### config.mk
export PLATFORM = sky130hd
export DESIGN_NAME = parallel_filter_command_port
export DESIGN_NICKNAME = d
export VERILOG_FILES = /design/src/logic/filter_port_pkg.sv /design/src/logic/galvo_ramp.sv /design/src/logic/parallel_filter_command_port.sv
export SDC_FILE = /design/constraint.sdc
export NUM_CORES = 1
export LEC_CHECK = 0
export BUFFER_PORTS_ARGS = -buffer_cell sky130_fd_sc_hd__buf_2
export CORE_UTILIZATION = 50
export CTS_BUF_LIST = sky130_fd_sc_hd__clkbuf_8
export CTS_CLUSTER_DIAMETER = 30
export DETAILED_ROUTE_END_ITERATION = 10
export MAX_ROUTING_LAYER = met4
export PLACE_DENSITY_LB_ADDON = 0.05
export SYNTH_ARGS = -nofsm -noshare
export SYNTH_HDL_FRONTEND = slang
export SYNTH_SLANG_ARGS = --single-unit
export TNS_END_PERCENT = 30
### constraint.sdc
create_clock -name CLK_I -period 6.1 [get_ports CLK_I]
set_clock_uncertainty 0.15 [all_clocks]
set_input_delay 0.915 -clock CLK_I [delete_from_list [all_inputs] [get_ports CLK_I]]
set_output_delay 0.915 -clock CLK_I [all_outputs]
set_load 0.1 [all_outputs]
### src/logic/filter_port_pkg.sv
// Shared constants and carrier types for the parallel filter command port.
// Assumes a 250 MHz core clock.
package filter_port_pkg;

	// ==========================================================
	// Timing
	localparam int CLK_PERIOD_NS = 4;
	localparam int SAMPLE_PERIOD_US = 50;
	localparam int SAMPLE_CYCLES = (SAMPLE_PERIOD_US * 1000) / CLK_PERIOD_NS;

	// ==========================================================
	// Command layout
	localparam int CMD_WIDTH = 8;
	localparam int FILTER_LSB = 0;
	localparam int FILTER_WIDTH = 4;
	localparam int HOLD_BIT = 4;
	localparam int NUM_FILTERS = 16;
	localparam int POS_WIDTH = 12;
	localparam logic [7:0] CMD_RESET = 8'h00;
	localparam logic [11:0] POS_RESET = 12'h000;
	localparam logic [2:0] SPECIAL_TOP = 3'h0;

	// ==========================================================
	// Carriers
	typedef struct packed {
		logic [11:0] in_pos;
		logic [11:0] out_pos;
	} galvo_pos_type;

	typedef enum logic [2:0] {
		ST_IDLE = 3'b000,
		ST_WAIT_TRIG = 3'b001,
		ST_MOVE_IN = 3'b010,
		ST_MOVE_OUT = 3'b011,
		ST_MOVE_BOTH = 3'b100
	} move_state_type;

endpackage

### src/logic/galvo_ramp.sv
// One galvanometer position ramp: steps toward a target one count per cycle.
// Assumes target is stable while moving.
`timescale 1ns/1ns
module galvo_ramp
	import filter_port_pkg::*;
#(
	parameter int WIDTH = POS_WIDTH
) (
	input wire logic clk_i,
	input wire logic rst_n_i,
	input wire logic go_i,
	input wire logic [WIDTH-1:0] target_i,
	output logic [WIDTH-1:0] pos_o,
	output logic at_target_o
);

	// ==========================================================
	// Ramp.
	always_ff @(posedge clk_i or negedge rst_n_i) begin
		if (!rst_n_i) begin
			pos_o <= '0;
		end else if (go_i && pos_o < target_i) begin
			pos_o <= pos_o + WIDTH'(1);
		end else if (go_i && pos_o > target_i) begin
			pos_o <= pos_o - WIDTH'(1);
		end
	end

	assign at_target_o = (pos_o == target_i);

endmodule

### src/logic/parallel_filter_command_port.sv
// Parallel command intake and filter change sequencer.
// Assumes CMD_I comes from pins and TRIGGER_I from a pin; both are synchronised here.
`timescale 1ns/1ns
// Notes on behaviour
// - Eight input lines form one byte, highest line is the MSB.
// - In online mode the byte is sampled every 50 us only; the code skips the sample while the sequencer is not idle.
// - A changed sample raises busy on the same edge that a filter command starts to run.
// - Every command is exactly one byte.
// - Bits 3..0 select filter, bit 4 holds for trigger; busy output drives host.
// - Without blanking, both galvanometers move together.
// - With blanking, input moves first, output follows after it arrives.
// - Blanking is a persistent setting and is reported as status.
// - Each filter keeps its own input and output position values, readable.
// - Commands 0 to 15 move immediately to that filter.
// - Commands 16 to 31 wait for a trigger, then move to value minus 16.
module parallel_filter_command_port
	import filter_port_pkg::*;
#(
	parameter int SAMPLE_CYC = SAMPLE_CYCLES
) (
	input wire logic CLK_I,
	input wire logic RST_N_I,
	input wire logic [CMD_WIDTH-1:0] CMD_I,
	input wire logic ONLINE_I,
	input wire logic TRIGGER_I,
	input wire logic BLANK_EN_I,
	input wire logic TABLE_WE_I,
	input wire logic [FILTER_WIDTH-1:0] TABLE_IDX_I,
	input wire filter_port_pkg::galvo_pos_type TABLE_WDATA_I,
	input wire logic [FILTER_WIDTH-1:0] RD_IDX_I,
	output filter_port_pkg::galvo_pos_type RD_DATA_O,
	output logic BUSY_O,
	output logic BLANK_STATUS_O,
	output filter_port_pkg::galvo_pos_type GALVO_O,
	output logic [FILTER_WIDTH-1:0] FILTER_O
);
	import filter_port_pkg::*;

	logic [CMD_WIDTH-1:0] cmd_s1_ff, cmd_s2_ff, last_cmd_ff;
	logic trig_s1_ff, trig_s2_ff, trig_d_ff;
	logic [31:0] tick_ff;
	logic blank_ff;
	galvo_pos_type table_ff [NUM_FILTERS];
	move_state_type state_ff;
	logic [FILTER_WIDTH-1:0] filt_ff;
	logic go_in, go_out, in_at, out_at;
	logic [POS_WIDTH-1:0] in_pos, out_pos;
	logic sample, changed, trig_edge, is_filter_cmd;

	// ==========================================================
	// Input synchronisers.
	always_ff @(posedge CLK_I or negedge RST_N_I) begin
		if (!RST_N_I) begin
			cmd_s1_ff <= CMD_RESET;
			cmd_s2_ff <= CMD_RESET;
			trig_s1_ff <= 1'b0;
			trig_s2_ff <= 1'b0;
			trig_d_ff <= 1'b0;
		end else begin
			cmd_s1_ff <= CMD_I;
			cmd_s2_ff <= cmd_s1_ff;
			trig_s1_ff <= TRIGGER_I;
			trig_s2_ff <= trig_s1_ff;
			trig_d_ff <= trig_s2_ff;
		end
	end
	assign trig_edge = trig_s2_ff && !trig_d_ff;

	// ==========================================================
	// Sample timer.
	always_ff @(posedge CLK_I or negedge RST_N_I) begin
		if (!RST_N_I) begin
			tick_ff <= 32'h0;
		end else if (!ONLINE_I || tick_ff == 32'(SAMPLE_CYC - 1)) begin
			tick_ff <= 32'h0;
		end else begin
			tick_ff <= tick_ff + 32'h1;
		end
	end
	assign sample = ONLINE_I && (tick_ff == 32'(SAMPLE_CYC - 1)) && state_ff == ST_IDLE;
	assign changed = sample && (cmd_s2_ff != last_cmd_ff);
	assign is_filter_cmd = (cmd_s2_ff[CMD_WIDTH-1:HOLD_BIT+1] == SPECIAL_TOP);

	always_ff @(posedge CLK_I or negedge RST_N_I) begin
		if (!RST_N_I) begin
			last_cmd_ff <= CMD_RESET;
		end else if (sample) begin
			last_cmd_ff <= cmd_s2_ff;
		end
	end

	// ==========================================================
	// Blanking setting.
	always_ff @(posedge CLK_I or negedge RST_N_I) begin
		if (!RST_N_I) begin
			blank_ff <= 1'b0;
		end else begin
			blank_ff <= BLANK_EN_I;
		end
	end
	always_ff @(posedge CLK_I or negedge RST_N_I) begin
		if (!RST_N_I) begin
			BLANK_STATUS_O <= 1'b0;
		end else begin
			BLANK_STATUS_O <= blank_ff;
		end
	end

	// ==========================================================
	// Position table.
	for (genvar g = 0; g < NUM_FILTERS; g++) begin : g_table
		always_ff @(posedge CLK_I or negedge RST_N_I) begin
			if (!RST_N_I) begin
				table_ff[g] <= '{in_pos: POS_RESET, out_pos: POS_RESET};
			end else if (TABLE_WE_I && TABLE_IDX_I == FILTER_WIDTH'(g)) begin
				table_ff[g] <= TABLE_WDATA_I;
			end
		end
	end
	always_ff @(posedge CLK_I or negedge RST_N_I) begin
		if (!RST_N_I) begin
			RD_DATA_O <= '0;
		end else begin
			RD_DATA_O <= table_ff[RD_IDX_I];
		end
	end

	// ==========================================================
	// Move sequencer.
	always_ff @(posedge CLK_I or negedge RST_N_I) begin
		if (!RST_N_I) begin
			state_ff <= ST_IDLE;
			filt_ff <= '0;
		end else begin
			unique case (state_ff)
				ST_IDLE: begin
					if (changed && is_filter_cmd) begin
						filt_ff <= cmd_s2_ff[FILTER_LSB +: FILTER_WIDTH];
						if (cmd_s2_ff[HOLD_BIT]) begin
							state_ff <= ST_WAIT_TRIG;
						end else if (blank_ff) begin
							state_ff <= ST_MOVE_IN;
						end else begin
							state_ff <= ST_MOVE_BOTH;
						end
					end
				end
				ST_WAIT_TRIG: begin
					if (trig_edge) begin
						state_ff <= blank_ff ? ST_MOVE_IN : ST_MOVE_BOTH;
					end
				end
				ST_MOVE_IN: begin
					if (in_at) begin
						state_ff <= ST_MOVE_OUT;
					end
				end
				ST_MOVE_OUT: begin
					if (out_at) begin
						state_ff <= ST_IDLE;
					end
				end
				ST_MOVE_BOTH: begin
					if (in_at && out_at) begin
						state_ff <= ST_IDLE;
					end
				end
				default: begin
					state_ff <= ST_IDLE;
				end
			endcase
		end
	end

	assign go_in = (state_ff == ST_MOVE_IN) || (state_ff == ST_MOVE_BOTH);
	assign go_out = (state_ff == ST_MOVE_OUT) || (state_ff == ST_MOVE_BOTH);

	galvo_ramp #(.WIDTH(POS_WIDTH)) u_in_ramp (
		.clk_i(CLK_I),
		.rst_n_i(RST_N_I),
		.go_i(go_in),
		.target_i(table_ff[filt_ff].in_pos),
		.pos_o(in_pos),
		.at_target_o(in_at)
	);

	galvo_ramp #(.WIDTH(POS_WIDTH)) u_out_ramp (
		.clk_i(CLK_I),
		.rst_n_i(RST_N_I),
		.go_i(go_out),
		.target_i(table_ff[filt_ff].out_pos),
		.pos_o(out_pos),
		.at_target_o(out_at)
	);

	// ==========================================================
	// Outputs.
	always_ff @(posedge CLK_I or negedge RST_N_I) begin
		if (!RST_N_I) begin
			BUSY_O <= 1'b0;
		end else if (changed) begin
			BUSY_O <= 1'b1;
		end else if (state_ff == ST_IDLE) begin
			BUSY_O <= 1'b0;
		end
	end
	always_ff @(posedge CLK_I or negedge RST_N_I) begin
		if (!RST_N_I) begin
			GALVO_O <= '0;
			FILTER_O <= '0;
		end else begin
			GALVO_O <= '{in_pos: in_pos, out_pos: out_pos};
			FILTER_O <= filt_ff;
		end
	end
endmodule

==> impl_metrics.xml, run 1 <==
<?xml version="1.0" encoding="UTF-8"?>
<metrics>
  <group name="outcome">
    <metric name="outcome" unit="">completed</metric>
  </group>
  <group name="clock_network">
    <metric name="worst_skew_pair.late_latency" unit="ns">0.72</metric>
    <metric name="clk_transition_reported_paths" unit="ns">0.06</metric>
    <metric name="clock_sinks" unit="">529</metric>
    <metric name="cts_tree" unit="">yes</metric>
    <metric name="maximum_level_of_the_cts_h_tree" unit="">3</metric>
    <metric name="cts-root-buf" unit="">sky130_fd_sc_hd__clkbuf_8</metric>
    <metric name="clk_path_buf_depth" unit="">3</metric>
    <metric name="cts_made_buffers" unit="">121</metric>
    <metric name="quantity_of_gates_resized_following_cts" unit="">0</metric>
  </group>
  <group name="finish">
    <metric name="areaGrowthSynthToFinish" unit="%">16.5</metric>
    <metric name="share_of_final_layout_standard_cells_stronger_than_drive_strength_1" unit="%">51.6</metric>
    <metric name="nets" unit="">1950</metric>
    <metric name="final_cell_area" unit="um2">30900</metric>
    <metric name="fillers" unit="">4099</metric>
    <metric name="post_layout_nonfiller_instances" unit="">2653</metric>
    <metric name="final_util" unit="%">58.9</metric>
  </group>
  <group name="logic_synthesis">
    <metric name="synth_flop_cell" unit="">sky130_fd_sc_hd__dfrtp_1</metric>
    <metric name="post-synth-top-area-cell" unit="">sky130_fd_sc_hd__dfrtp_1</metric>
    <metric name="async_reset_ff_share" unit="%">100</metric>
    <metric name="netlist.area_leader.share" unit="%">49.9</metric>
    <metric name="syn-mean-instance-area" unit="um2">15.4</metric>
    <metric name="syn-num-nets" unit="">1817</metric>
    <metric name="yosysSeqAreaShare" unit="%">49.9</metric>
    <metric name="postSynthRegisterBits" unit="">529</metric>
    <metric name="post_synthesis_cell_area" unit="um2">26500</metric>
    <metric name="synth_cells" unit="">1724</metric>
    <metric name="synth_enable_flop_cells" unit="">0</metric>
    <metric name="yosys_warnings" unit="">0</metric>
    <metric name="synthDistinctLibCells" unit="">55</metric>
    <metric name="netlist_top_cells_area" unit="">sky130_fd_sc_hd__dfrtp_1 50%, sky130_fd_sc_hd__mux4_2 20%, sky130_fd_sc_hd__mux2_2 17%</metric>
  </group>
  <group name="pwr">
    <metric name="sw_frac_of_total" unit="%">30.4</metric>
    <metric name="p_switching" unit="mW">3.90</metric>
    <metric name="cellInternalPower" unit="mW">8.94</metric>
    <metric name="static-leakage-power" unit="nW">13.3</metric>
    <metric name="comb_power_share" unit="%">25.3</metric>
    <metric name="clock_power_share" unit="%">37.5</metric>
    <metric name="power.ir.vdd_worst" unit="uV">219</metric>
    <metric name="power-per-cell-area" unit="nW/um2">416</metric>
    <metric name="post-layout-total-power" unit="mW">12.8</metric>
    <metric name="seqPwrFrac" unit="%">37.2</metric>
  </group>
  <group name="timing">
    <metric name="timing.slew.headroom" unit="%">16.7</metric>
    <metric name="fmaxAchievable" unit="GHz">0.177</metric>
    <metric name="tns_setup" unit="ns">0</metric>
    <metric name="rsz0062_at_grt" unit="">no</metric>
    <metric name="final.setup.worst_slack" unit="ns">0.453</metric>
    <metric name="period_needed" unit="ns">5.65</metric>
    <metric name="hold_ws" unit="ns">0.0609</metric>
    <metric name="fin_crit_sh" unit="%">92.6</metric>
    <metric name="worst_pin_slew" unit="ns">1.25</metric>
    <metric name="maxSlewViolCount" unit="">0</metric>
    <metric name="setup_viol_count_final" unit="">0</metric>
    <metric name="timing.final.hold_violations" unit="">0</metric>
  </group>
  <group name="critical_path">
    <metric name="worst_setup_path_end_kind" unit="">flip-flop</metric>
    <metric name="path_cells" unit="">buf_4 -&gt; mux4_2 -&gt; mux4_2 -&gt; inv_1 -&gt; ha_1 -&gt; nand4_1 -&gt; nor2_1 -&gt; o21a_1 -&gt; a2111oi_2 -&gt; buf_4 -&gt; nand2b_1 -&gt; fa_1 -&gt; a21o_1 -&gt; a21oi_1 -&gt; o21ai_0 -&gt; o41ai_1 -&gt; xnor2_1 -&gt; mux2_2</metric>
    <metric name="required" unit="ns">6.53</metric>
    <metric name="critical_path.reg2reg.startpoint" unit="">filt_ff[1]</metric>
    <metric name="critical_path_buf_inv_count" unit="">3</metric>
    <metric name="critical_path.top_delay_family" unit="">compound AO/OA/AOI/OAI gates</metric>
    <metric name="critical_path_peak_fanout" unit="">23</metric>
    <metric name="max_stage_delay" unit="ns">0.72</metric>
    <metric name="worstSetupPathType" unit="">flip-flop to flip-flop</metric>
    <metric name="worst_ep_arrival_time" unit="ns">6.08</metric>
    <metric name="worstSetupStartpointType" unit="">flip-flop</metric>
    <metric name="setup.reg_to_reg.worst_slack" unit="ns">0.45</metric>
    <metric name="worst_path_max_delay_cell" unit="">sky130_fd_sc_hd__dfrtp_4</metric>
    <metric name="r2r_cells" unit="">18</metric>
    <metric name="crit-reg2reg-capture" unit="">u_in_ramp.pos_o[8]</metric>
  </group>
  <group name="die">
    <metric name="std_cell_core_area" unit="um2">52400</metric>
    <metric name="die_w" unit="um">232</metric>
    <metric name="fp-row-count" unit="">84</metric>
    <metric name="floorplan.initialDensity" unit="%">50.5</metric>
    <metric name="io-pin-count" unit="">100</metric>
    <metric name="die_area" unit="um2">53900</metric>
    <metric name="height_of_the_chip" unit="um">232</metric>
  </group>
  <group name="placed_design">
    <metric name="routabilityCongestion" unit="">0.801</metric>
    <metric name="dp_hpwl" unit="mm">38.3</metric>
    <metric name="placement.io_buffers" unit="">99</metric>
    <metric name="placed_area" unit="um2">27900</metric>
    <metric name="dpl.cell_count" unit="">2421</metric>
    <metric name="dp_slack" unit="ns">0.355</metric>
  </group>
  <group name="detailed_routing">
    <metric name="firstDrtPassIters" unit="">5</metric>
    <metric name="final_antenna_net_count" unit="">0</metric>
    <metric name="drt_first_iter_violations" unit="">1173</metric>
    <metric name="vias_per_cell" unit="">6.01</metric>
    <metric name="finalWirelength" unit="mm">65.3</metric>
    <metric name="detailroute.via_count" unit="">15952</metric>
    <metric name="wl_per_cell" unit="um">24.6</metric>
    <metric name="post-route-drc-count" unit="">0</metric>
  </group>
  <group name="global_route">
    <metric name="vias_in_the_first_global_route" unit="">17008</metric>
    <metric name="global_route_wire_length_before_repair" unit="mm">103</metric>
    <metric name="track_usage" unit="%">26.3</metric>
    <metric name="globalRouteOverflowTotal" unit="">0</metric>
    <metric name="maximum_number_of_pins_on_one_net_before_global_route_repair" unit="">150</metric>
    <metric name="grt_antenna_before_repair" unit="">5</metric>
  </group>
  <group name="run">
    <metric name="max_cap_violation_count" unit="">0</metric>
  </group>
  <group name="worst_hold_path">
    <metric name="min-delay-path-class" unit="">input pin to async pin</metric>
  </group>
</metrics>
## power groups by stage
stage          Clock, mW  Sequential [mW]  Combinational [mW]
2_1_floorplan          0             5.23                2.06
3_3_place_gp           0             4.79                3.19
3_5_place_dp           0             4.82                3.25
4_1_cts             4.91             4.77                3.26
5_1_grt             5.09             4.89                3.51
6_report            4.81             4.78                3.25
## routing by layer
metal  vias to the layer above  global-route usage (%)  wire (um)
met5                         -                       -          0
met4                         0                    8.10       1530
met3                       109                    5.66       3610
met2                       436                    37.3      29700
met1                      8527                    38.0      30500
li1                       6880                       -          -
## synthesized netlist by cell type (17+ instances only)
library cell,number
sky130_fd_sc_hd__mux2_2,409
sky130_fd_sc_hd__xor2_1,26
sky130_fd_sc_hd__mux4_2,240
sky130_fd_sc_hd__inv_1,35
sky130_fd_sc_hd__ha_1,45
sky130_fd_sc_hd__xnor2_1,27
sky130_fd_sc_hd__clkbuf_1,100
sky130_fd_sc_hd__a21oi_1,27
sky130_fd_sc_hd__dfrtp_1,529
sky130_fd_sc_hd__nand2_1,42
sky130_fd_sc_hd__nor2_1,56
sky130_fd_sc_hd__o21ai_0,25
sky130_fd_sc_hd__nand4_1,17
## layout make-up
type | count | area (um2) | share of cell area, %
antenna | 4 | 10.0 | 0.0324
clock buffer | 151 | 2080 | 6.73
clock inverter | 76 | 913 | 2.96
inverter | 35 | 131 | 0.425
multi-input combinational | 1033 | 12700 | 41.2
sequential | 529 | 13200 | 42.9
tap | 688 | 861 | 2.79
timing repair buffer | 137 | 930 | 3.01
## registers in the layout, indices dropped and copies added, names as in the netlist, 8 cells and up
name	count
RD_DATA_O	24
u_out_ramp.pos_o	12
cmd_s1_ff	8
last_cmd_ff	8
u_in_ramp.pos_o	12
table_ff	384
GALVO_O	24
tick_ff	32
cmd_s2_ff	8
## cell usage in the layout, fill, tap and decap left out, types with 5 or more instances in the layout
cell                         netlist  final
sky130_fd_sc_hd__nor2b_1           5      5
sky130_fd_sc_hd__dfrtp_1         529    525
sky130_fd_sc_hd__buf_2            15     96
sky130_fd_sc_hd__o21ai_0          25     25
sky130_fd_sc_hd__clkbuf_8          0    151
sky130_fd_sc_hd__mux2_2          409    409
sky130_fd_sc_hd__nor4_1            7      7
sky130_fd_sc_hd__buf_12            0      9
sky130_fd_sc_hd__buf_4             0     29
sky130_fd_sc_hd__nor2_4            0      9
sky130_fd_sc_hd__bufinv_16         0     21
sky130_fd_sc_hd__nand4_1          17     17
sky130_fd_sc_hd__nand3_1          15     15
sky130_fd_sc_hd__clkinv_2          0     11
sky130_fd_sc_hd__a21o_1            9      9
sky130_fd_sc_hd__nand2_1          42     41
sky130_fd_sc_hd__nor2_1           56     47
sky130_fd_sc_hd__or3_1            11      8
sky130_fd_sc_hd__ha_1             45     45
sky130_fd_sc_hd__mux4_2          240    240
sky130_fd_sc_hd__inv_1            35     64
sky130_fd_sc_hd__xor2_1           26     26
sky130_fd_sc_hd__xnor2_1          27     27
sky130_fd_sc_hd__clkinvlp_4        0     12
sky130_fd_sc_hd__and3_1            6      5
sky130_fd_sc_hd__a21oi_1          27     27
sky130_fd_sc_hd__nand2b_1          6      5
## cell families (layout without fill, tap and decap cells)
group	after synthesis	after routing	share of synthesized area, %
AO/OA/AOI/OAI	93	93	2.22
flip-flops	529	529	49.9
XOR/XNOR	53	53	1.75
other	0	4	0
AND/OR/NAND/NOR	191	191	3.69
buffers and inverters	162	399	2.36
multiplexers	649	649	37.8
adder cells (fa/ha/maj)	47	47	2.27
## repair_timing
action,CTS,global route
endpoints found under the hold margin,0,0
hold buffers,0,0
endpoints found under the setup margin,0,1
setup buffers,0,1
## worst max path at each step
stage,slack [ns],depth (start not counted),from,endpoint
after floorplan,0.48,19,filt_ff[0],u_out_ramp.pos_o[11]
after global placement,0.39,19,filt_ff[0],u_in_ramp.pos_o[8]
after detailed placement,0.35,19,filt_ff[0],u_in_ramp.pos_o[8]
after CTS,0.30,19,filt_ff[0],u_in_ramp.pos_o[8]
after global routing,0.16,20,filt_ff[0],u_out_ramp.pos_o[11]
final,0.45,18,filt_ff[1],u_in_ramp.pos_o[8]
No activity file was read; power rests on OpenSTA's default activity.
==> inputs of run 2 (changes only) <==
--- a/config.mk
+++ b/config.mk
@@ -5,6 +5,7 @@
 export SDC_FILE = /design/constraint.sdc
 export NUM_CORES = 1
 export LEC_CHECK = 0
+export ABC_AREA = 1
 export BUFFER_PORTS_ARGS = -buffer_cell sky130_fd_sc_hd__buf_2
 export CORE_UTILIZATION = 50
 export CTS_BUF_LIST = sky130_fd_sc_hd__clkbuf_8
==> run 2 against run 1 <==
  * Via count increased by 59%
  * Utilization decreased by 1.2 points
  * Global-route usage up 5.8 points
  * Clock-buffer cell count fell by 1
  * Register-to-register slack improved by 0.77 ns
  * Hold slack lost 0.0087 ns
  * Sequential cell count stayed put
  * Cell count increased by 68%
  * Critical path depth rose by 5
  * Total power is 15% lower
  * Critical path type unchanged
==> impl_metrics.xml, run 2 <==
<?xml version="1.0" encoding="UTF-8"?>
<metrics>
  <group name="finish">
    <metric name="final_util" unit="%">57.7</metric>
    <metric name="final-seq-area" unit="um2">13200</metric>
    <metric name="commonest_cells_after_routing_fill_and_taps_aside" unit="">811 x sky130_fd_sc_hd__nand2_1, 701 x sky130_fd_sc_hd__o21ai_0, 526 x sky130_fd_sc_hd__dfrtp_1</metric>
    <metric name="multiInputGateArea" unit="um2">12400</metric>
    <metric name="regMostFlops" unit="">table_ff</metric>
    <metric name="areaGrowthSynthToFinish" unit="%">13.9</metric>
    <metric name="share_of_final_layout_standard_cells_stronger_than_drive_strength_1" unit="%">11.7</metric>
    <metric name="fillers" unit="">5136</metric>
    <metric name="nets" unit="">3694</metric>
    <metric name="largest_registers_ranked_by_flip_flop_count" unit="">table_ff x384, tick_ff x32</metric>
    <metric name="layout.cells.most_common" unit="">sky130_fd_sc_hd__nand2_1</metric>
    <metric name="largest_register_ffs" unit="">384</metric>
  </group>
  <group name="clock_network">
    <metric name="cts_made_buffers" unit="">131</metric>
    <metric name="worst_skew_pair.late_latency" unit="ns">0.78</metric>
    <metric name="clk_path_buf_depth" unit="">3</metric>
    <metric name="post_cts_hold_buffer_count" unit="">0</metric>
    <metric name="cts_tree" unit="">yes</metric>
    <metric name="maximum_level_of_the_cts_h_tree" unit="">4</metric>
    <metric name="cts-root-buf" unit="">sky130_fd_sc_hd__clkbuf_8</metric>
    <metric name="post-cts-setup-buffers" unit="">0</metric>
    <metric name="clock_sinks" unit="">529</metric>
    <metric name="clk_transition_reported_paths" unit="ns">0.05</metric>
    <metric name="quantity_of_gates_resized_following_cts" unit="">0</metric>
  </group>
  <group name="detailed_routing">
    <metric name="vias_per_cell" unit="">5.70</metric>
    <metric name="final_antenna_net_count" unit="">0</metric>
    <metric name="firstDrtPassIters" unit="">6</metric>
    <metric name="post-route-drc-count" unit="">0</metric>
    <metric name="detailroute.via_count" unit="">25400</metric>
    <metric name="wl_per_cell" unit="um">19.5</metric>
    <metric name="drt_first_iter_violations" unit="">2601</metric>
    <metric name="finalWirelength" unit="mm">86.9</metric>
  </group>
  <group name="outcome">
    <metric name="outcome" unit="">completed</metric>
  </group>
  <group name="die">
    <metric name="floorplan.initialDensity" unit="%">50.6</metric>
    <metric name="die_area" unit="um2">56800</metric>
    <metric name="fp-row-count" unit="">86</metric>
    <metric name="io-pin-count" unit="">100</metric>
    <metric name="die_w" unit="um">238</metric>
    <metric name="height_of_the_chip" unit="um">238</metric>
    <metric name="std_cell_core_area" unit="um2">55200</metric>
  </group>
  <group name="critical_path">
    <metric name="required" unit="ns">6.61</metric>
    <metric name="worstSetupStartpointType" unit="">flip-flop</metric>
    <metric name="worstSetupPathType" unit="">flip-flop to flip-flop</metric>
    <metric name="worst_setup_path_end_kind" unit="">flip-flop</metric>
    <metric name="r2r_cells" unit="">23</metric>
    <metric name="path_cells" unit="">buf_4 -&gt; o21ai_0 -&gt; a21oi_1 -&gt; o22ai_1 -&gt; o21ai_0 -&gt; inv_1 -&gt; ha_1 -&gt; inv_1 -&gt; nor2_1 -&gt; o21bai_1 -&gt; nand2_1 -&gt; nand2_1 -&gt; nand3_2 -&gt; ha_1 -&gt; nand2_1 -&gt; inv_1 -&gt; nand2_1 -&gt; nand3_1 -&gt; and3_1 -&gt; o21ai_0 -&gt; nand2_1 -&gt; nand2_1 -&gt; nand2_1</metric>
    <metric name="critical_path.reg2reg.startpoint" unit="">filt_ff[1]</metric>
    <metric name="critical_path_buf_inv_count" unit="">4</metric>
    <metric name="worst_ep_arrival_time" unit="ns">5.39</metric>
    <metric name="setup.reg_to_reg.worst_slack" unit="ns">1.22</metric>
    <metric name="cp_common_cell" unit="">sky130_fd_sc_hd__nand2_1</metric>
    <metric name="critical_path_peak_fanout" unit="">77</metric>
    <metric name="max_stage_delay" unit="ns">1.04</metric>
    <metric name="worst_path_max_delay_cell" unit="">sky130_fd_sc_hd__dfrtp_4</metric>
    <metric name="crit-reg2reg-capture" unit="">u_out_ramp.pos_o[11]</metric>
    <metric name="critical_path.top_delay_family" unit="">simple AND/OR/NAND/NOR gates</metric>
  </group>
  <group name="placed_design">
    <metric name="routabilityCongestion" unit="">0.896</metric>
    <metric name="placement.io_buffers" unit="">99</metric>
    <metric name="dp_hpwl" unit="mm">50.4</metric>
  </group>
  <group name="timing">
    <metric name="fin_crit_sh" unit="%">80.0</metric>
    <metric name="maxSlewViolCount" unit="">0</metric>
    <metric name="setup_viol_count_final" unit="">0</metric>
    <metric name="timing.slew.headroom" unit="%">24.0</metric>
    <metric name="timing.final.hold_violations" unit="">0</metric>
    <metric name="fmaxAchievable" unit="GHz">0.205</metric>
    <metric name="tns_setup" unit="ns">0</metric>
    <metric name="hold_ws" unit="ns">0.0522</metric>
    <metric name="rsz0062_at_grt" unit="">no</metric>
    <metric name="worst_pin_slew" unit="ns">1.14</metric>
    <metric name="period_needed" unit="ns">4.88</metric>
  </group>
  <group name="run">
    <metric name="max_cap_violation_count" unit="">0</metric>
  </group>
  <group name="logic_synthesis">
    <metric name="largest_family_of_logic_cells_by_synthesized_area" unit="">compound AO/OA/AOI/OAI gates</metric>
    <metric name="muxShareOfSynthArea" unit="%">0.0761</metric>
    <metric name="synthDistinctLibCells" unit="">44</metric>
    <metric name="postSynthRegisterBits" unit="">529</metric>
    <metric name="syn-mean-instance-area" unit="um2">7.78</metric>
    <metric name="leading_cell_types_by_count_after_synthesis" unit="">819 x sky130_fd_sc_hd__nand2_1, 701 x sky130_fd_sc_hd__o21ai_0, 529 x sky130_fd_sc_hd__dfrtp_1, 326 x sky130_fd_sc_hd__a21oi_1, 322 x sky130_fd_sc_hd__inv_1</metric>
    <metric name="post_synth_and_or_nand_nor_area_fraction" unit="%">17.4</metric>
    <metric name="syn-num-nets" unit="">3687</metric>
    <metric name="post_synthesis_cell_area" unit="um2">27900</metric>
    <metric name="library_cell_with_the_highest_instance_count_after_synthesis" unit="">sky130_fd_sc_hd__nand2_1</metric>
    <metric name="netlist.area_leader.share" unit="%">47.4</metric>
    <metric name="synth_flop_cell" unit="">sky130_fd_sc_hd__dfrtp_1</metric>
    <metric name="yosys_warnings" unit="">0</metric>
    <metric name="async_reset_ff_share" unit="%">100</metric>
    <metric name="synth-adder-area-share" unit="%">2.16</metric>
    <metric name="post-synth-top-area-cell" unit="">sky130_fd_sc_hd__dfrtp_1</metric>
    <metric name="netlist_top_cells_area" unit="">sky130_fd_sc_hd__dfrtp_1 47%, sky130_fd_sc_hd__o21ai_0 13%, sky130_fd_sc_hd__nand2_1 11%</metric>
    <metric name="yosysSeqAreaShare" unit="%">47.4</metric>
    <metric name="synth_compound_gate_area_share" unit="%">23.4</metric>
    <metric name="yosys.area_share.xor_xnor" unit="%">1.10</metric>
    <metric name="synth_cells" unit="">3594</metric>
    <metric name="synth_enable_flop_cells" unit="">0</metric>
  </group>
  <group name="global_route">
    <metric name="vias_in_the_first_global_route" unit="">23756</metric>
    <metric name="track_usage" unit="%">32.1</metric>
    <metric name="global_route_wire_length_before_repair" unit="mm">136</metric>
    <metric name="globalRouteOverflowTotal" unit="">0</metric>
    <metric name="maximum_number_of_pins_on_one_net_before_global_route_repair" unit="">140</metric>
    <metric name="grt_antenna_before_repair" unit="">6</metric>
  </group>
  <group name="pwr">
    <metric name="power.ir.vdd_worst" unit="uV">203</metric>
    <metric name="power-per-cell-area" unit="nW/um2">342</metric>
    <metric name="static-leakage-power" unit="nW">14.9</metric>
  </group>
  <group name="worst_hold_path">
    <metric name="min-delay-path-class" unit="">input pin to async pin</metric>
  </group>
</metrics>
-- run 2: worst max path at each step --
stage                          start                    to  slack [ns]  cells after the start
after floorplan           filt_ff[0]  u_out_ramp.pos_o[11]        2.44                     27
after global routing      filt_ff[1]  u_out_ramp.pos_o[11]        0.76                     22
after global placement    filt_ff[1]  u_out_ramp.pos_o[11]        1.42                     23
final                     filt_ff[1]  u_out_ramp.pos_o[11]        1.22                     23
after detailed placement  filt_ff[1]  u_out_ramp.pos_o[11]        1.32                     23
after CTS                 filt_ff[1]  u_out_ramp.pos_o[11]        1.31                     23
-- run 2: cell families after synthesis --
kind of cell    after synthesis
compound gates             1207
xor+xnor                     35
fa+ha+maj                    47
buf+inv                     598
flops                       529
mux                           2
simple gates               1176
-- run 2: layout make-up --
type	count	share of cell area (%)
inverter	329	3.88
timing repair buffer	143	3.00
antenna	2	0.0157
tap	748	2.94
clock buffer	150	6.48
sequential	529	41.6
clock inverter	88	3.13
multi-input combinational	2467	38.9
-- run 2: routing by layer --
metal	part of all wire, %	vias up	track usage, %	wire [um]
met3	8.8	199	6.92	7620
li1	-	12085	-	-
met2	44	1107	46.1	37900
met4	2.8	0	11.8	2480
met1	45	12009	44.5	39000
met5	0	-	-	0
-- run 2: power by group --
part / internal [mW] / switching [mW] / leakage (nW)
sequential: 4.09 / 0.320 / 6.73
combinational: 0.472 / 1.08 / 6.54
clock: 3.16 / 1.79 / 1.62
-- run 2: per-stage QoR --
step	area (um2)	instances	worst slack, ns	total power, mW
after detailed placement	28800	4216	1.32	5.99
after floorplan	27900	3594	2.44	5.49
final	31800	4456	1.22	10.9
after global placement	28800	4216	1.42	5.93
after CTS	31800	4454	1.31	11.0
after global routing	31800	4456	0.758	11.5
==> inputs of run 3 (changes only) <==
==> constraint.sdc (replaced) <==
create_clock -name CLK_I -period 4.01 [get_ports CLK_I]
set_clock_uncertainty 0.15 [all_clocks]
set_input_delay 0.6015 -clock CLK_I [delete_from_list [all_inputs] [get_ports CLK_I]]
set_output_delay 0.6015 -clock CLK_I [all_outputs]
set_load 0.1 [all_outputs]
==> run 3 against run 2 <==
  * Cell count grew 3.2%
  * Die area is the same
  * Combinational power grew 63%
  * Hold slack gained 0.14 ns
  * Via count grew 3.9%
  * Wire length grew 7.6%
  * Global-route usage grew 1.2 points
  * Final area grew 7.9%
  * Non-clock buffer count grew 134
  * Clock-buffer cell count grew 7
  * Largest cell class unchanged
==> impl_metrics.xml, run 3 (synthesized netlist as in run 2, its figures left out) <==
<?xml version="1.0" encoding="UTF-8"?>
<metrics>
  <group name="global_route">
    <metric name="track_usage" unit="%">33.3</metric>
    <metric name="global_route_wire_length_before_repair" unit="mm">141</metric>
    <metric name="vias_in_the_first_global_route" unit="">24745</metric>
    <metric name="grt_antenna_before_repair" unit="">4</metric>
    <metric name="maximum_number_of_pins_on_one_net_before_global_route_repair" unit="">99</metric>
    <metric name="globalRouteOverflowTotal" unit="">0</metric>
  </group>
  <group name="timing">
    <metric name="fin_crit_sh" unit="%">98.0</metric>
    <metric name="worst_pin_slew" unit="ns">1.01</metric>
    <metric name="timing.slew.headroom" unit="%">32.8</metric>
    <metric name="period_needed" unit="ns">3.93</metric>
    <metric name="rsz0062_at_grt" unit="">yes</metric>
    <metric name="tns_setup" unit="ns">0</metric>
    <metric name="fmaxAchievable" unit="GHz">0.254</metric>
    <metric name="setup_viol_count_final" unit="">0</metric>
    <metric name="hold_ws" unit="ns">0.196</metric>
    <metric name="maxSlewViolCount" unit="">0</metric>
    <metric name="timing.final.hold_violations" unit="">0</metric>
  </group>
  <group name="critical_path">
    <metric name="worst_ep_arrival_time" unit="ns">4.41</metric>
    <metric name="worstSetupStartpointType" unit="">flip-flop</metric>
    <metric name="setup.reg_to_reg.worst_slack" unit="ns">0.08</metric>
    <metric name="critical_path_peak_fanout" unit="">20</metric>
    <metric name="crit-reg2reg-capture" unit="">u_in_ramp.pos_o[6]</metric>
    <metric name="required" unit="ns">4.49</metric>
    <metric name="r2r_cells" unit="">21</metric>
    <metric name="worst_setup_path_end_kind" unit="">flip-flop</metric>
    <metric name="worstSetupPathType" unit="">flip-flop to flip-flop</metric>
    <metric name="crit_start" unit="">filt_ff[0]</metric>
    <metric name="critical_path.reg2reg.startpoint" unit="">filt_ff[0]</metric>
  </group>
  <group name="outcome">
    <metric name="outcome" unit="">completed</metric>
  </group>
  <group name="finish">
    <metric name="layout.cells.most_common" unit="">sky130_fd_sc_hd__nand2_1</metric>
    <metric name="post_layout_nonfiller_instances" unit="">4597</metric>
    <metric name="commonest_cells_after_routing_fill_and_taps_aside" unit="">795 x sky130_fd_sc_hd__nand2_1, 659 x sky130_fd_sc_hd__o21ai_0, 526 x sky130_fd_sc_hd__dfrtp_1</metric>
    <metric name="largest_register_ffs" unit="">384</metric>
    <metric name="share_of_final_layout_standard_cells_stronger_than_drive_strength_1" unit="%">17.1</metric>
    <metric name="largest_registers_ranked_by_flip_flop_count" unit="">table_ff x384, tick_ff x32</metric>
    <metric name="nets" unit="">3831</metric>
    <metric name="areaGrowthSynthToFinish" unit="%">23.0</metric>
    <metric name="regMostFlops" unit="">table_ff</metric>
    <metric name="final_cell_area" unit="um2">34400</metric>
  </group>
  <group name="pwr">
    <metric name="power.ir.vdd_worst" unit="uV">342</metric>
    <metric name="sw_frac_of_total" unit="%">29.6</metric>
    <metric name="seqPwrFrac" unit="%">39.4</metric>
    <metric name="static-leakage-power" unit="nW">15.8</metric>
    <metric name="clock_power_share" unit="%">45.8</metric>
    <metric name="comb_power_share" unit="%">14.8</metric>
    <metric name="power-per-cell-area" unit="nW/um2">496</metric>
    <metric name="post-layout-total-power" unit="mW">17.0</metric>
    <metric name="p_switching" unit="mW">5.05</metric>
    <metric name="cellInternalPower" unit="mW">12.0</metric>
  </group>
  <group name="clock_network">
    <metric name="cts_made_buffers" unit="">132</metric>
    <metric name="maximum_level_of_the_cts_h_tree" unit="">4</metric>
    <metric name="clk_path_buf_depth" unit="">3</metric>
    <metric name="clk_transition_reported_paths" unit="ns">0.06</metric>
    <metric name="worst_skew_pair.late_latency" unit="ns">0.78</metric>
    <metric name="clock_sinks" unit="">529</metric>
    <metric name="cts_tree" unit="">yes</metric>
    <metric name="cts-root-buf" unit="">sky130_fd_sc_hd__clkbuf_8</metric>
  </group>
  <group name="detailed_routing">
    <metric name="post-route-drc-count" unit="">0</metric>
    <metric name="finalWirelength" unit="mm">93.5</metric>
    <metric name="wl_per_cell" unit="um">20.3</metric>
    <metric name="final_antenna_net_count" unit="">0</metric>
    <metric name="vias_per_cell" unit="">5.74</metric>
    <metric name="drt_first_iter_violations" unit="">3020</metric>
    <metric name="detailroute.via_count" unit="">26378</metric>
    <metric name="firstDrtPassIters" unit="">6</metric>
  </group>
  <group name="worst_hold_path">
    <metric name="worst_hold_path.endpoint" unit="">cmd_s2_ff[0]</metric>
    <metric name="min_delay_path_depth" unit="">0</metric>
    <metric name="min-delay-path-class" unit="">flip-flop to flip-flop</metric>
    <metric name="worstHoldStart" unit="">cmd_s1_ff[0]</metric>
  </group>
  <group name="run">
    <metric name="max_cap_violation_count" unit="">0</metric>
  </group>
  <group name="die">
    <metric name="die_area" unit="um2">56800</metric>
    <metric name="floorplan.initialDensity" unit="%">50.6</metric>
    <metric name="die_w" unit="um">238</metric>
    <metric name="io-pin-count" unit="">100</metric>
    <metric name="std_cell_core_area" unit="um2">55200</metric>
    <metric name="fp-row-count" unit="">86</metric>
    <metric name="height_of_the_chip" unit="um">238</metric>
  </group>
  <group name="placed_design">
    <metric name="dp_hpwl" unit="mm">54.8</metric>
    <metric name="placed_area" unit="um2">29600</metric>
    <metric name="dpl.cell_count" unit="">4287</metric>
    <metric name="placement.io_buffers" unit="">99</metric>
    <metric name="routabilityCongestion" unit="">0.903</metric>
  </group>
</metrics>
run 3: final cells by class:
| cell class | instances | area [um2] |
|---|---|---|
| inverters | 329 | 1240 |
| repair buffers | 277 | 2700 |
| clock inverters | 86 | 1030 |
| multi-input cells | 2469 | 13000 |
| flip-flops and latches | 529 | 13200 |
| clock buffers | 157 | 2160 |
| fillers | 4868 | 20800 |
| diodes | 2 | 5.00 |
| well taps | 748 | 936 |
run 3: timing repair:
action                                  in CTS  in global routing
hold endpoints to repair                   178                  0
hold buffers                                35                  0
buffers inserted                             0                 15
gates resized for setup                      2                183
pin swaps                                    0                 47
gates cloned                                 0                 15
endpoints found under the setup margin       7                 19
run 3: worst max-delay path, stage by stage (launching register included):
cell and delay (ns):
sky130_fd_sc_hd__dfrtp_4 0.49, sky130_fd_sc_hd__buf_6 0.15, sky130_fd_sc_hd__clkbuf_16 0.16, sky130_fd_sc_hd__clkbuf_16 0.18, sky130_fd_sc_hd__o21ai_0 0.19, sky130_fd_sc_hd__nand3_1 0.13, sky130_fd_sc_hd__nand3_2 0.10, sky130_fd_sc_hd__nand2_1 0.07
sky130_fd_sc_hd__inv_1 0.14, sky130_fd_sc_hd__ha_1 0.26, sky130_fd_sc_hd__a21oi_1 0.13, sky130_fd_sc_hd__nor2_1 0.08, sky130_fd_sc_hd__nor2_4 0.16, sky130_fd_sc_hd__buf_12 0.13, sky130_fd_sc_hd__nand3_4 0.14, sky130_fd_sc_hd__buf_6 0.16
sky130_fd_sc_hd__fa_2 0.34, sky130_fd_sc_hd__nand3_1 0.09, sky130_fd_sc_hd__nand2_2 0.09, sky130_fd_sc_hd__a21oi_2 0.16, sky130_fd_sc_hd__xor2_1 0.19, sky130_fd_sc_hd__o21ai_2 0.08
run 3: worst max path at each step:
stage | to | slack [ns] | depth (start not counted)
floorplan | u_out_ramp.pos_o[11] | 0.35 | 27
global placement | u_in_ramp.pos_o[10] | -0.04 | 21
detailed placement | u_in_ramp.pos_o[10] | -0.08 | 21
CTS | u_out_ramp.pos_o[11] | 0.03 | 23
global route | u_in_ramp.pos_o[11] | -0.08 | 25
finish | u_in_ramp.pos_o[6] | 0.08 | 21
run 3: layer usage:
metal / wire, um / vias to the layer above / track usage [%]
met5: 0 / - / -
met4: 2130 / 0 / 10.7
met3: 8150 / 185 / 5.61
met2: 42200 / 1249 / 49.5
met1: 41000 / 12576 / 46.4
li1: - / 12368 / -
run 3: power by group through the flow:
| stage | registers, mW | logic, mW | clock network (mW) |
|---|---|---|---|
| 3_3_place_gp | 6.75 | 2.32 | 0 |
| 3_5_place_dp | 6.77 | 2.40 | 0 |
| 2_1_floorplan | 6.90 | 1.46 | 0 |
| 4_1_cts | 6.69 | 2.45 | 7.91 |
| 5_1_grt | 6.81 | 2.85 | 8.21 |
| 6_report | 6.72 | 2.52 | 7.80 |
run 3: metrics by stage:
step	utilization, %	worst slack (ns)
after floorplan	-	0.354
after global placement	53.6	-0.0376
after detailed placement	53.6	-0.0753
after CTS	60.0	0.0309
after global routing	62.3	-0.0817
final	62.3	0.0798
